`src/hdl/tsoc_pkg.sv`:
```
package tsoc_pkg;
	// bus geometry
	localparam int ADDR_W = 8;
	localparam int DATA_W = 32;
	localparam int CNT_W = 8;
	localparam int IRQ_W = 7;
	localparam int NCHAN = 2;
	// register byte offsets
	localparam logic [ADDR_W-1:0] OFF_CHAN1_STAT = 8'h00;
	localparam logic [ADDR_W-1:0] OFF_CHANX_STAT = 8'h04;
	localparam logic [ADDR_W-1:0] OFF_CHAN1_CMPA = 8'h08;
	localparam logic [ADDR_W-1:0] OFF_CHAN1_CMPB = 8'h0c;
	localparam logic [ADDR_W-1:0] OFF_CHANX_CMPA = 8'h10;
	localparam logic [ADDR_W-1:0] OFF_CHANX_CMPB = 8'h14;
	localparam logic [ADDR_W-1:0] OFF_CTRL = 8'h18;
	localparam logic [ADDR_W-1:0] OFF_IRQ_STAT = 8'h1c;
	localparam logic [ADDR_W-1:0] OFF_IRQ_MASK = 8'h20;
	// status and control register field positions
	localparam int BIT_MATCH_B = 7;
	localparam int BIT_MATCH_A = 6;
	localparam int BIT_WRAP = 5;
	localparam int BIT_MID = 4;
	localparam int BIT_OSB_LO = 2;
	localparam int BIT_OSA_LO = 0;
	localparam int BIT_CIE = 0;
	// interrupt status bit positions
	localparam int IRQ_C1_B = 0;
	localparam int IRQ_C1_A = 1;
	localparam int IRQ_C1_W = 2;
	localparam int IRQ_CX_B = 3;
	localparam int IRQ_CX_A = 4;
	localparam int IRQ_CX_W = 5;
	localparam int IRQ_CAP = 6;
	// reset values and counter corners
	localparam logic [CNT_W-1:0] CMP_RESET = 8'hff;
	localparam logic [CNT_W-1:0] CNT_MAX = 8'hff;
	localparam logic [CNT_W-1:0] CNT_ZERO = 8'h00;
	localparam logic CIE_RESET = 1'b1;
	localparam logic RSVD_READ = 1'b1;
	localparam logic [IRQ_W-1:0] IRQ_ZERO = 7'h00;
	localparam logic [DATA_W-1:0] DATA_ZERO = 32'h0000_0000;
	// output action on a compare match
	typedef enum logic [1:0] {
		OS_KEEP = 2'b00,
		OS_LOW = 2'b01,
		OS_HIGH = 2'b10,
		OS_TOGGLE = 2'b11
	} tsoc_out_sel_e;
	// capture edge sequencer, gray along the path
	typedef enum logic {
		CAP_WAIT_RISE = 1'b0,
		CAP_WAIT_FALL = 1'b1
	} tsoc_cap_e;
	// per-channel flags and output selects
	typedef struct packed {
		logic match_b_flag;
		logic match_a_flag;
		logic wrap_flag;
		tsoc_out_sel_e out_sel_b;
		tsoc_out_sel_e out_sel_a;
	} tsoc_chan_s;
	// read-then-write-zero arming for flag bits 7..4
	typedef struct packed {
		logic b;
		logic a;
		logic w;
		logic mid;
	} tsoc_arm_s;
	localparam tsoc_chan_s CHAN_RESET = '{1'b0, 1'b0, 1'b0, OS_KEEP,
		OS_KEEP};
	localparam tsoc_arm_s ARM_RESET = '{1'b0, 1'b0, 1'b0, 1'b0};
endpackage : tsoc_pkg

```
`src/hdl/tsoc_top.sv`:
```
// Functional notes
// compare-B match sets flag bit 7
// compare-A match sets flag bit 6
// counter wrap ff to 00 sets bit 5
// clear needs read at 1, then write 0
// writing 1 to a flag does nothing
// channel 1 bit 4 reads 1, ignores writes
// compare-B drives pin per bits 3:2
// compare-A drives pin per bits 1:0
// capture flag after rise then fall
// capture flag clears by read then zero-write
// capture request only when flag and enable
// flag set beats simultaneous clear
`timescale 1ns/1ps
`default_nettype none
module tsoc_top (
	input wire logic pclk,
	input wire logic presetn,
	input wire logic psel,
	input wire logic penable,
	input wire logic pwrite,
	input wire logic [tsoc_pkg::ADDR_W-1:0] paddr,
	input wire logic [tsoc_pkg::DATA_W-1:0] pwdata,
	output logic [tsoc_pkg::DATA_W-1:0] prdata,
	output logic pready,
	output logic pslverr,
	input wire logic [tsoc_pkg::CNT_W-1:0] chan1_counter,
	input wire logic [tsoc_pkg::CNT_W-1:0] chanx_counter,
	input wire logic capture_reset_in,
	output logic chan1_timer_out_pin,
	output logic chanx_timer_out_pin,
	output logic capture_irq_request,
	output logic irq
);
	import tsoc_pkg::*;

	// pin level after a match, per select code
	function automatic logic out_action(input logic ev,
		input tsoc_out_sel_e sel, input logic cur);
		logic res;
		res = cur;
		if (ev) begin
			case (sel)
				OS_KEEP: res = cur;
				OS_LOW: res = 1'b0;
				OS_HIGH: res = 1'b1;
				OS_TOGGLE: res = ~cur;
				default: res = cur;
			endcase
		end
		return res;
	endfunction : out_action

	// status byte image seen by software
	function automatic logic [CNT_W-1:0] status_byte(input tsoc_chan_s c,
		input logic mid);
		logic [CNT_W-1:0] v;
		v = {c.match_b_flag, c.match_a_flag, c.wrap_flag, mid,
			c.out_sel_b, c.out_sel_a};
		return v;
	endfunction : status_byte

	// flag update: armed zero-write clears, event sets last
	function automatic logic flag_next(input logic cur, input logic wr,
		input logic wbit, input logic armed, input logic ev);
		logic res;
		res = cur;
		if (wr && !wbit && armed) begin
			res = 1'b0;
		end
		if (ev) begin
			res = 1'b1;
		end
		return res;
	endfunction : flag_next

	// registered state
	// channel flags and output selects
	tsoc_chan_s chan_ff [NCHAN];
	tsoc_chan_s nxt_chan [NCHAN];
	// clear arming per flag bit
	tsoc_arm_s arm_ff [NCHAN];
	tsoc_arm_s nxt_arm [NCHAN];
	// compare values, all ones after reset
	logic [CNT_W-1:0] cmp_a_ff [NCHAN];
	logic [CNT_W-1:0] nxt_cmp_a [NCHAN];
	logic [CNT_W-1:0] cmp_b_ff [NCHAN];
	logic [CNT_W-1:0] nxt_cmp_b [NCHAN];
	// previous counter sample, for change and wrap detection
	logic [CNT_W-1:0] prev_ff [NCHAN];
	logic [CNT_W-1:0] nxt_prev [NCHAN];
	// timer output pin levels
	logic pin_ff [NCHAN];
	logic nxt_pin [NCHAN];
	logic icf_ff; // capture done flag
	logic nxt_icf;
	logic cie_ff; // capture interrupt enable
	logic nxt_cie;
	// capture edge sequencer
	tsoc_cap_e cap_ff;
	tsoc_cap_e nxt_cap;
	logic cap_in_prev_ff; // last sample of reset input
	logic nxt_cap_in_prev;
	logic [IRQ_W-1:0] ists_ff; // sticky interrupt status
	logic [IRQ_W-1:0] nxt_ists;
	logic [IRQ_W-1:0] imask_ff; // interrupt mask
	logic [IRQ_W-1:0] nxt_imask;
	// apb read data and error, loaded in setup
	logic [DATA_W-1:0] prdata_ff;
	logic [DATA_W-1:0] nxt_prdata;
	logic pslverr_ff;
	logic nxt_pslverr;

	// combinational helpers
	// counter view per channel index
	logic [CNT_W-1:0] cnt [NCHAN];
	logic [ADDR_W-1:0] stat_off [NCHAN];
	logic [ADDR_W-1:0] cmpa_off [NCHAN];
	logic [ADDR_W-1:0] cmpb_off [NCHAN];
	// events seen this cycle
	logic ev_b [NCHAN];
	logic ev_a [NCHAN];
	logic ev_w [NCHAN];
	logic ev_cap;

	// index 0 is channel 1, index 1 is channel x
	assign cnt[0] = chan1_counter;
	assign cnt[1] = chanx_counter;
	// per-channel register offsets
	assign stat_off[0] = OFF_CHAN1_STAT;
	assign stat_off[1] = OFF_CHANX_STAT;
	assign cmpa_off[0] = OFF_CHAN1_CMPA;
	assign cmpa_off[1] = OFF_CHANX_CMPA;
	assign cmpb_off[0] = OFF_CHAN1_CMPB;
	assign cmpb_off[1] = OFF_CHANX_CMPB;

	// outputs
	assign prdata = prdata_ff;
	assign pslverr = pslverr_ff;
	assign pready = 1'b1; // zero-wait slave
	assign chan1_timer_out_pin = pin_ff[0];
	assign chanx_timer_out_pin = pin_ff[1];
	assign capture_irq_request = icf_ff & cie_ff;
	// level interrupt while an unmasked sticky bit is set
	assign irq = |(ists_ff & imask_ff);

	// match and wrap events, only on a counter change
	always_comb begin
		for (int i = 0; i < NCHAN; i++) begin
			ev_b[i] = (cnt[i] != prev_ff[i]) && (cnt[i] == cmp_b_ff[i]);
			ev_a[i] = (cnt[i] != prev_ff[i]) && (cnt[i] == cmp_a_ff[i]);
			ev_w[i] = (prev_ff[i] == CNT_MAX) && (cnt[i] == CNT_ZERO);
		end
	end

	// capture sequencer: rise then fall in order
	always_comb begin
		nxt_cap = cap_ff;
		ev_cap = 1'b0;
		nxt_cap_in_prev = capture_reset_in;
		case (cap_ff)
			// idle: wait for a rising edge
			CAP_WAIT_RISE: begin
				if (capture_reset_in && !cap_in_prev_ff) begin
					nxt_cap = CAP_WAIT_FALL;
				end
			end
			// armed: a falling edge completes the capture
			CAP_WAIT_FALL: begin
				if (!capture_reset_in && cap_in_prev_ff) begin
					nxt_cap = CAP_WAIT_RISE;
					ev_cap = 1'b1;
				end
			end
			// unused code falls back to idle
			default: nxt_cap = CAP_WAIT_RISE;
		endcase
	end

	// register file, flags, pins and interrupt status
	always_comb begin
		logic setup;
		logic wr;
		logic rd;
		logic hit;
		logic [IRQ_W-1:0] ev_vec;
		// apb phase decode
		setup = psel && !penable;
		wr = psel && penable && pwrite;
		rd = psel && penable && !pwrite;
		hit = 1'b0;
		// events in irq status bit order
		ev_vec = {ev_cap, ev_w[1], ev_a[1], ev_b[1], ev_w[0], ev_a[0],
			ev_b[0]};
		// prev_ff samples the counter; the rest hold unless a branch below moves it
		nxt_icf = icf_ff;
		nxt_cie = cie_ff;
		nxt_ists = ists_ff;
		nxt_imask = imask_ff;
		nxt_prdata = prdata_ff;
		nxt_pslverr = pslverr_ff;
		for (int i = 0; i < NCHAN; i++) begin
			nxt_chan[i] = chan_ff[i];
			nxt_arm[i] = arm_ff[i];
			nxt_cmp_a[i] = cmp_a_ff[i];
			nxt_cmp_b[i] = cmp_b_ff[i];
			nxt_prev[i] = cnt[i];
			nxt_pin[i] = pin_ff[i];
		end
		// setup phase: capture read data and decode error
		if (setup) begin
			nxt_prdata = DATA_ZERO;
			case (paddr)
				OFF_CHAN1_STAT: begin
					nxt_prdata[CNT_W-1:0] = status_byte(chan_ff[0],
						RSVD_READ);
					hit = 1'b1;
				end
				OFF_CHANX_STAT: begin
					nxt_prdata[CNT_W-1:0] = status_byte(chan_ff[1], icf_ff);
					hit = 1'b1;
				end
				OFF_CHAN1_CMPA, OFF_CHANX_CMPA: begin
					nxt_prdata[CNT_W-1:0] = (paddr == OFF_CHAN1_CMPA) ?
						cmp_a_ff[0] : cmp_a_ff[1];
					hit = 1'b1;
				end
				OFF_CHAN1_CMPB, OFF_CHANX_CMPB: begin
					nxt_prdata[CNT_W-1:0] = (paddr == OFF_CHAN1_CMPB) ?
						cmp_b_ff[0] : cmp_b_ff[1];
					hit = 1'b1;
				end
				OFF_CTRL: begin
					nxt_prdata[BIT_CIE] = cie_ff;
					hit = 1'b1;
				end
				OFF_IRQ_STAT: begin
					nxt_prdata[IRQ_W-1:0] = ists_ff;
					hit = 1'b1;
				end
				OFF_IRQ_MASK: begin
					nxt_prdata[IRQ_W-1:0] = imask_ff;
					hit = 1'b1;
				end
				default: hit = 1'b0; // unmapped reads zero
			endcase
			nxt_pslverr = !hit;
		end
		// per-channel status, compare and pin
		for (int i = 0; i < NCHAN; i++) begin
			logic wsel;
			wsel = wr && (paddr == stat_off[i]);
			// read while set arms the clear
			if (rd && (paddr == stat_off[i])) begin
				nxt_arm[i].b = prdata_ff[BIT_MATCH_B];
				nxt_arm[i].a = prdata_ff[BIT_MATCH_A];
				nxt_arm[i].w = prdata_ff[BIT_WRAP];
				nxt_arm[i].mid = (i == 1) && prdata_ff[BIT_MID];
			end
			// write: selects load, arming ends
			if (wsel) begin
				nxt_chan[i].out_sel_b = tsoc_out_sel_e'(
					pwdata[BIT_OSB_LO +: 2]);
				nxt_chan[i].out_sel_a = tsoc_out_sel_e'(
					pwdata[BIT_OSA_LO +: 2]);
				nxt_arm[i] = ARM_RESET; // a write ends the arming
			end
			// flags: armed zero clears, event sets
			nxt_chan[i].match_b_flag = flag_next(chan_ff[i].match_b_flag,
				wsel, pwdata[BIT_MATCH_B], arm_ff[i].b, ev_b[i]);
			nxt_chan[i].match_a_flag = flag_next(chan_ff[i].match_a_flag,
				wsel, pwdata[BIT_MATCH_A], arm_ff[i].a, ev_a[i]);
			nxt_chan[i].wrap_flag = flag_next(chan_ff[i].wrap_flag,
				wsel, pwdata[BIT_WRAP], arm_ff[i].w, ev_w[i]);
			if (i == 1) begin
				nxt_icf = flag_next(icf_ff, wsel, pwdata[BIT_MID],
					arm_ff[i].mid, ev_cap);
			end
			// compare register writes
			if (wr && (paddr == cmpa_off[i])) begin
				nxt_cmp_a[i] = pwdata[CNT_W-1:0];
			end
			if (wr && (paddr == cmpb_off[i])) begin
				nxt_cmp_b[i] = pwdata[CNT_W-1:0];
			end
			// compare-A first, compare-B applied last wins
			nxt_pin[i] = out_action(ev_b[i], chan_ff[i].out_sel_b,
				out_action(ev_a[i], chan_ff[i].out_sel_a, pin_ff[i]));
		end
		// control and interrupt registers
		if (wr && (paddr == OFF_CTRL)) begin
			nxt_cie = pwdata[BIT_CIE];
		end
		// mask write
		if (wr && (paddr == OFF_IRQ_MASK)) begin
			nxt_imask = pwdata[IRQ_W-1:0];
		end
		// read clears only the bits that were returned
		if (rd && (paddr == OFF_IRQ_STAT)) begin
			nxt_ists = ists_ff & ~prdata_ff[IRQ_W-1:0];
		end
		// new events land even during a clearing read
		nxt_ists = nxt_ists | ev_vec;
	end

	// registers only
	always_ff @(posedge pclk or negedge presetn) begin
		// asynchronous reset loads constants only
		if (!presetn) begin
			for (int i = 0; i < NCHAN; i++) begin
				chan_ff[i] <= CHAN_RESET;
				arm_ff[i] <= ARM_RESET;
				cmp_a_ff[i] <= CMP_RESET;
				cmp_b_ff[i] <= CMP_RESET;
				prev_ff[i] <= CNT_ZERO;
				pin_ff[i] <= 1'b0;
			end
			icf_ff <= 1'b0;
			cie_ff <= CIE_RESET;
			cap_ff <= CAP_WAIT_RISE;
			cap_in_prev_ff <= 1'b0;
			ists_ff <= IRQ_ZERO;
			imask_ff <= IRQ_ZERO;
			prdata_ff <= DATA_ZERO;
			pslverr_ff <= 1'b0;
		end else begin
			// load the next values
			for (int i = 0; i < NCHAN; i++) begin
				chan_ff[i] <= nxt_chan[i];
				arm_ff[i] <= nxt_arm[i];
				cmp_a_ff[i] <= nxt_cmp_a[i];
				cmp_b_ff[i] <= nxt_cmp_b[i];
				prev_ff[i] <= nxt_prev[i];
				pin_ff[i] <= nxt_pin[i];
			end
			icf_ff <= nxt_icf;
			cie_ff <= nxt_cie;
			cap_ff <= nxt_cap;
			cap_in_prev_ff <= nxt_cap_in_prev;
			ists_ff <= nxt_ists;
			imask_ff <= nxt_imask;
			prdata_ff <= nxt_prdata;
			pslverr_ff <= nxt_pslverr;
		end
	end
endmodule : tsoc_top
`default_nettype wire

```
`config.mk`:
```
export PLATFORM = sky130hd
export DESIGN_NAME = tsoc_top
export DESIGN_NICKNAME = d
export VERILOG_FILES = /design/src/hdl/tsoc_pkg.sv /design/src/hdl/tsoc_top.sv
export SDC_FILE = /design/constraint.sdc
export NUM_CORES = 1
export LEC_CHECK = 0
export ABC_AREA = 0
export BUFFER_PORTS_ARGS = -buffer_cell sky130_fd_sc_hd__buf_2
export CORE_MARGIN = 2
export CORE_UTILIZATION = 35
export CTS_CLUSTER_DIAMETER = 200
export CTS_CLUSTER_SIZE = 25
export DETAILED_ROUTE_END_ITERATION = 10
export PLACE_DENSITY = 0.63
export SYNTH_ARGS = -nofsm -noshare
export SYNTH_HDL_FRONTEND = slang
export SYNTH_SLANG_ARGS = --single-unit
```
`constraint.sdc`:
```
create_clock -name pclk -period 2.2 [get_ports pclk]
set_clock_uncertainty 0.05 [all_clocks]
set_input_delay 0.22 -clock pclk [delete_from_list [all_inputs] [get_ports pclk]]
set_output_delay 0.22 -clock pclk [all_outputs]
set_load 0.005 [all_outputs]
```
# Word-level counts from Yosys, hierarchy flattened

Cells that the tools add are included.

Input bits: 62
Output and inout port bits: 38
Register bits: 98
Logic and storage cells: 176

Mux-type cells: 39
Eq/ne operators: 28
Reduce and logical (&&, ||, !) cells: 66
Bitwise logic cells: 10

Operators with widths:

| cell                                                 | count |
|---|---|
| logical AND 1 bit                                    | 37 |
| one-hot mux 6 bit (6 select lines)                   | 1 |
| equality test 8 x 5 -> 1 bit (second input constant) | 4 |
| equality test 8 bit                                  | 4 |
| logical NOT 8 bit                                    | 3 |
| two-way mux 1 bit                                    | 24 |
| one-hot mux 1 bit (4 select lines)                   | 5 |
| nonzero test 2 bit                                   | 9 |
| equality test 2 bit (second input constant)          | 8 |
| equality test 8 x 4 -> 1 bit (second input constant) | 2 |
| equality test 8 bit (second input constant)          | 2 |
| two-way mux 4 bit                                    | 4 |
| two-way mux 8 bit                                    | 2 |
| != test 8 bit                                        | 2 |
| AND 7 bit                                            | 2 |
| logical NOT 1 bit                                    | 9 |
| OR reduction 9 bit                                   | 1 |
| equality test 2 x 1 -> 1 bit (second input constant) | 4 |
| equality test 8 x 3 -> 1 bit (second input constant) | 1 |
| equality test 8 x 6 -> 1 bit (second input constant) | 1 |
| logical NOT 2 bit                                    | 4 |
| two-way mux 7 bit                                    | 1 |
| NOT 7 bit                                            | 1 |
| OR 7 bit                                             | 1 |
| other kinds (6)                                      | 11 |

# Longest topological paths before layout

Word-level depth: 7
Depth in mapped cells: 7
Depth with buffers taken out: 5

# Worst setup path after synthesis

OpenSTA, ideal clock, no wires.

Path kind: register -> register
From: register cmp_b_ff[13] in the netlist's numbering
To: register pin_ff (netlist bit chan1_timer_out_pin)
Buffers on the path: 0
Setup slack: 555 ps
Cell stages (with the launch flop): 6
Period minus slack after synthesis: 1,645 ps
Setup time: 104 ps
Arrival: 1,491 ps
Required time: 2,046 ps
Cells stage by stage: dfstp_2 -> xnor2_1 -> nand4_1 -> a2111oi_0 -> o32ai_1 -> a221oi_1

RTL lines:

| what                            | line            | RTL |
|---|---|---|
| start, declared                 | tsoc_top.sv:87  | `logic [CNT_W-1:0] cmp_b_ff [NCHAN];` |
| start signal, assigned by index | tsoc_top.sv:332 | `cmp_b_ff[i] <= nxt_cmp_b[i];` |
| end signal, assigned by index   | tsoc_top.sv:334 | `pin_ff[i] <= nxt_pin[i];` |
| end, declared                   | tsoc_top.sv:93  | `logic pin_ff [NCHAN];` |

==> run_results.csv <==
group,metric,value,unit
status,outcome,"completed",
global_routing,grt_pass1_wl,22400,um
sta,max_freq,496,MHz
die,die_x,128,um
yosys,yosysWarnings,0,
drt,finalWirelength,14100,um
worst_setup_path,arrival,2200,ps
cts,path_clk_slew,70,ps
worst_setup_path,cp-end-kind,"flip-flop",
job,drv_cap,0,
sta,rsz0062_at_grt,"false",
power_and_ir_drop,p_int,3.04,mW
sta,setup_slack,185,ps
worst_setup_path,critPathBufInv,2,
power_and_ir_drop,netSwitchingFraction,23.8,%
worst_setup_path,cp_slowest_cell,"dlygate4sd3_1",
yosys,ys_ff_latch,98,
yosys,syn_area_per_cell,11.8,um2
worst_setup_path,crit_chain,"dlygate4sd3_1 -> buf_2 -> xor2_1 -> nor4_2 -> a211o_1 -> o32ai_1 -> a221oi_1",
die,core,0.0150,mm2
place,portBuffers,50,
global_routing,grt_usage,18.2,%
power_and_ir_drop,p_comb_share,9.5,%
power_and_ir_drop,power_density,653,mW/mm2
cts,cts-root-buf,"clkbuf_16",
cts,clock_latency,350,ps
place,pre_cts_ws,184,ps
drt,drt-initial-drc-count,302,
yosys,synth_edf_count,0,
yosys,synth_area_leaders,"dfrtp_1 (30%), dfstp_2 (16%), mux2_2 (11%)",
drt,vias,3829,
worst_setup_path,slowest_delay,530,ps
sta,finalSetupViolCount,0,
worst_setup_path,crit_family,"compound AO/OA/AOI/OAI gates",
drt,post-route-drc-count,0,
place,place_congestion,0.908,
cells_and_area,antenna_cells,0,
drt,viasPerCell,5.39,
drt,drtAntennaViolNets,0,
sta,final.setup.tns,0,ps
cts,cts_buffer_depth,2,
yosys,syn_area,0.00534,mm2
global_routing,gr-total-overflow,0,
worst_setup_path,crit_type,"in2reg",
sta,post-route-min-period,2020,ps
yosys,synth_top_area_share,30.5,%
die,die-area,0.0163,mm2
power_and_ir_drop,p_seq_share,48.0,%
die,start_util,35.5,%
power_and_ir_drop,p_sw,951,uW
cells_and_area,syn_to_final_growth,14.6,%
power_and_ir_drop,leakage,2.65,nW
cts,post_cts_buffers,0,
yosys,ys_async_sr_fraction,100,%
global_routing,grt_pass1_vias,3905,
sta,max_slew_margin,55.6,%
drt,wl_per_cell,19.9,um
yosys,syn_inst,454,
yosys,yosysTopAreaCell,"dfrtp_1",
drt,drtPass1Iterations,5,
global_routing,antenna_found_initial,0,
yosys,synth_ff_type,"dfrtp_1",
sta,slew_violations,0,
die,num_io_pins,100,
die,rows,45,
cells_and_area,final_layout_size_suffix_gt1_share,37.5,%
cells_and_area,nets,579,
sta,hold_slack,13.7,ps
die,die_h,128,um
cts,htree_levels,3,
global_routing,grt_max_degree,43,
cts,numCtsBuffers,9,
power_and_ir_drop,power,3.99,mW
worst_setup_path,cp_max_fo,5,
power_and_ir_drop,peakVddDrop,0.000546,V
sta,final-hold-violation-count,0,
cells_and_area,fillers,1443,
place,hpwlAfterDp,10600,um
cts,cts_tree,"built",
sta,worst_slew_pin_slew,661,ps
worst_setup_path,ff2ff_setup_slack,210,ps
min_path,hp-class,"in2reg",
cts,clock_sinks,98,
yosys,ys_types,59,
sta,post-route-period-util,91.6,%
worst_setup_path,worstPathRequired,2390,ps
worst_setup_path,cp-start-kind,"input port",
yosys,yosysSeqAreaShare,46.7,%
power_and_ir_drop,clkPwrFrac,42.4,%
[placed cells by master, fill, tap and decap left out, types with 4 or more instances in the layout]
cell / synthesis / routed
o21ai_0: 19 / 19
nand4b_1: 4 / 4
dfrtp_1: 65 / 65
dlygate4sd3_1: 0 / 4
nand2b_1: 6 / 6
a21oi_1: 4 / 4
a221oi_1: 6 / 6
dfstp_2: 33 / 33
a32o_1: 5 / 5
nand4_1: 12 / 12
nand2_1: 35 / 35
nor2b_1: 5 / 5
conb_1: 2 / 25
a21o_1: 8 / 8
mux2i_1: 4 / 4
nor4_1: 5 / 5
xnor2_1: 32 / 32
mux2_4: 8 / 8
a211oi_1: 4 / 4
xor2_1: 16 / 16
nor2_1: 4 / 4
buf_4: 27 / 14
clkbuf_16: 0 / 9
inv_1: 10 / 10
nor4_2: 4 / 4
nor3_1: 7 / 7
mux2_2: 54 / 54
buf_2: 8 / 49
a22o_1: 4 / 4
nand3_1: 8 / 8
and3_1: 6 / 6
[worst register-to-register path, stage by stage, from the launching register on]
cell and delay [ps]:
dfstp_2 550, xnor2_1 120, nand4_1 160, a211oi_1 600
a211oi_1 170, a221oi_1 250
[repair_timing]
| action | in CTS | in global routing |
|---|---|---|
| hold buffers | 4 | 0 |
| hold endpoints to repair | 27 | 0 |
| gates resized for setup | 0 | 1 |
| endpoints found under the setup margin | 0 | 1 |
[stage by stage]
stage | utilization [%] | instances | cell area, um2
3_3_place_gp | 38.3 | 690 | 5760
3_5_place_dp | 38.3 | 690 | 5760
4_1_cts | 40.7 | 710 | 6120
6_report | 40.7 | 710 | 6120
5_1_grt | 40.7 | 710 | 6120
2_1_floorplan | - | 477 | 5430
[final cells by class]
cell class	count	area, um2	area share [%]
multi-input combinational	330	2620	42.9
tap	188	235	3.84
sequential	98	2490	40.7
clock buffer	11	243	3.97
clock inverter	5	77.6	1.27
inverter	10	37.5	0.613
timing repair buffer	68	410	6.71
[final timing paths]
path | start | end | cells after the start
setup / recovery | chan1_counter[0] | chan1_timer_out_pin | 7
hold / removal | chan1_counter[1] | prev_ff[9] | 1
setup reg to reg | cmp_a_ff[7] | chanx_timer_out_pin | 5
hold reg to reg | chan_ff[5] | chan_ff[5] | 1
max in group asynchronous | presetn | cmp_b_ff[14] | 3
min in group asynchronous | presetn | prev_ff[0] | 2
[layer usage]
| layer | vias up | share of wire [%] | track usage, % |
|---|---|---|---|
| met5 | - | 0 | 0 |
| met4 | 0 | 1.6 | 4.46 |
| met3 | 17 | 6.5 | 4.56 |
| met1 | 1924 | 45 | 24.6 |
| met2 | 155 | 47 | 29.3 |
| li1 | 1733 | - | - |
[cells in the mapped netlist, types with 7 or more instances]
master,count
inv_1,10
buf_2,8
a21o_1,8
nand4_1,12
xnor2_1,32
mux2_2,54
xor2_1,16
buf_4,27
mux2_4,8
nor3_1,7
dfstp_2,33
nand2_1,35
dfrtp_1,65
o21ai_0,19
nand3_1,8
[sequential cells by signal, indices dropped and copies added, names as in the netlist, 7 cells and up]
signal,cells
arm_ff,7
chan_ff,14
cmp_b_ff,16
prdata,8
ists_ff,7
cmp_a_ff,16
prev_ff,16
imask_ff,7
[power by group through the flow]
stage	Sequential, mW	Clock [mW]	Combinational, mW
2_1_floorplan	1.93	0	0.222
3_3_place_gp	1.95	0	0.365
3_5_place_dp	1.95	0	0.374
4_1_cts	1.92	1.74	0.381
5_1_grt	1.92	1.81	0.418
6_report	1.92	1.69	0.381
[cell families (layout without fill, tap and decap cells)]
kind of cell | count (synthesis) | count (layout) | share of synthesized area (%)
adder cells (fa/ha/maj) | 1 | 1 | 0.187
multiplexers | 69 | 69 | 15.7
other | 2 | 25 | 0.141
flip-flops | 98 | 98 | 46.7
buffers and inverters | 49 | 94 | 5.81
AND/OR/NAND/NOR | 114 | 114 | 13.7
AO/OA/AOI/OAI | 73 | 73 | 9.96
XOR/XNOR | 48 | 48 | 7.87
No activity file was read; power rests on OpenSTA's default activity.
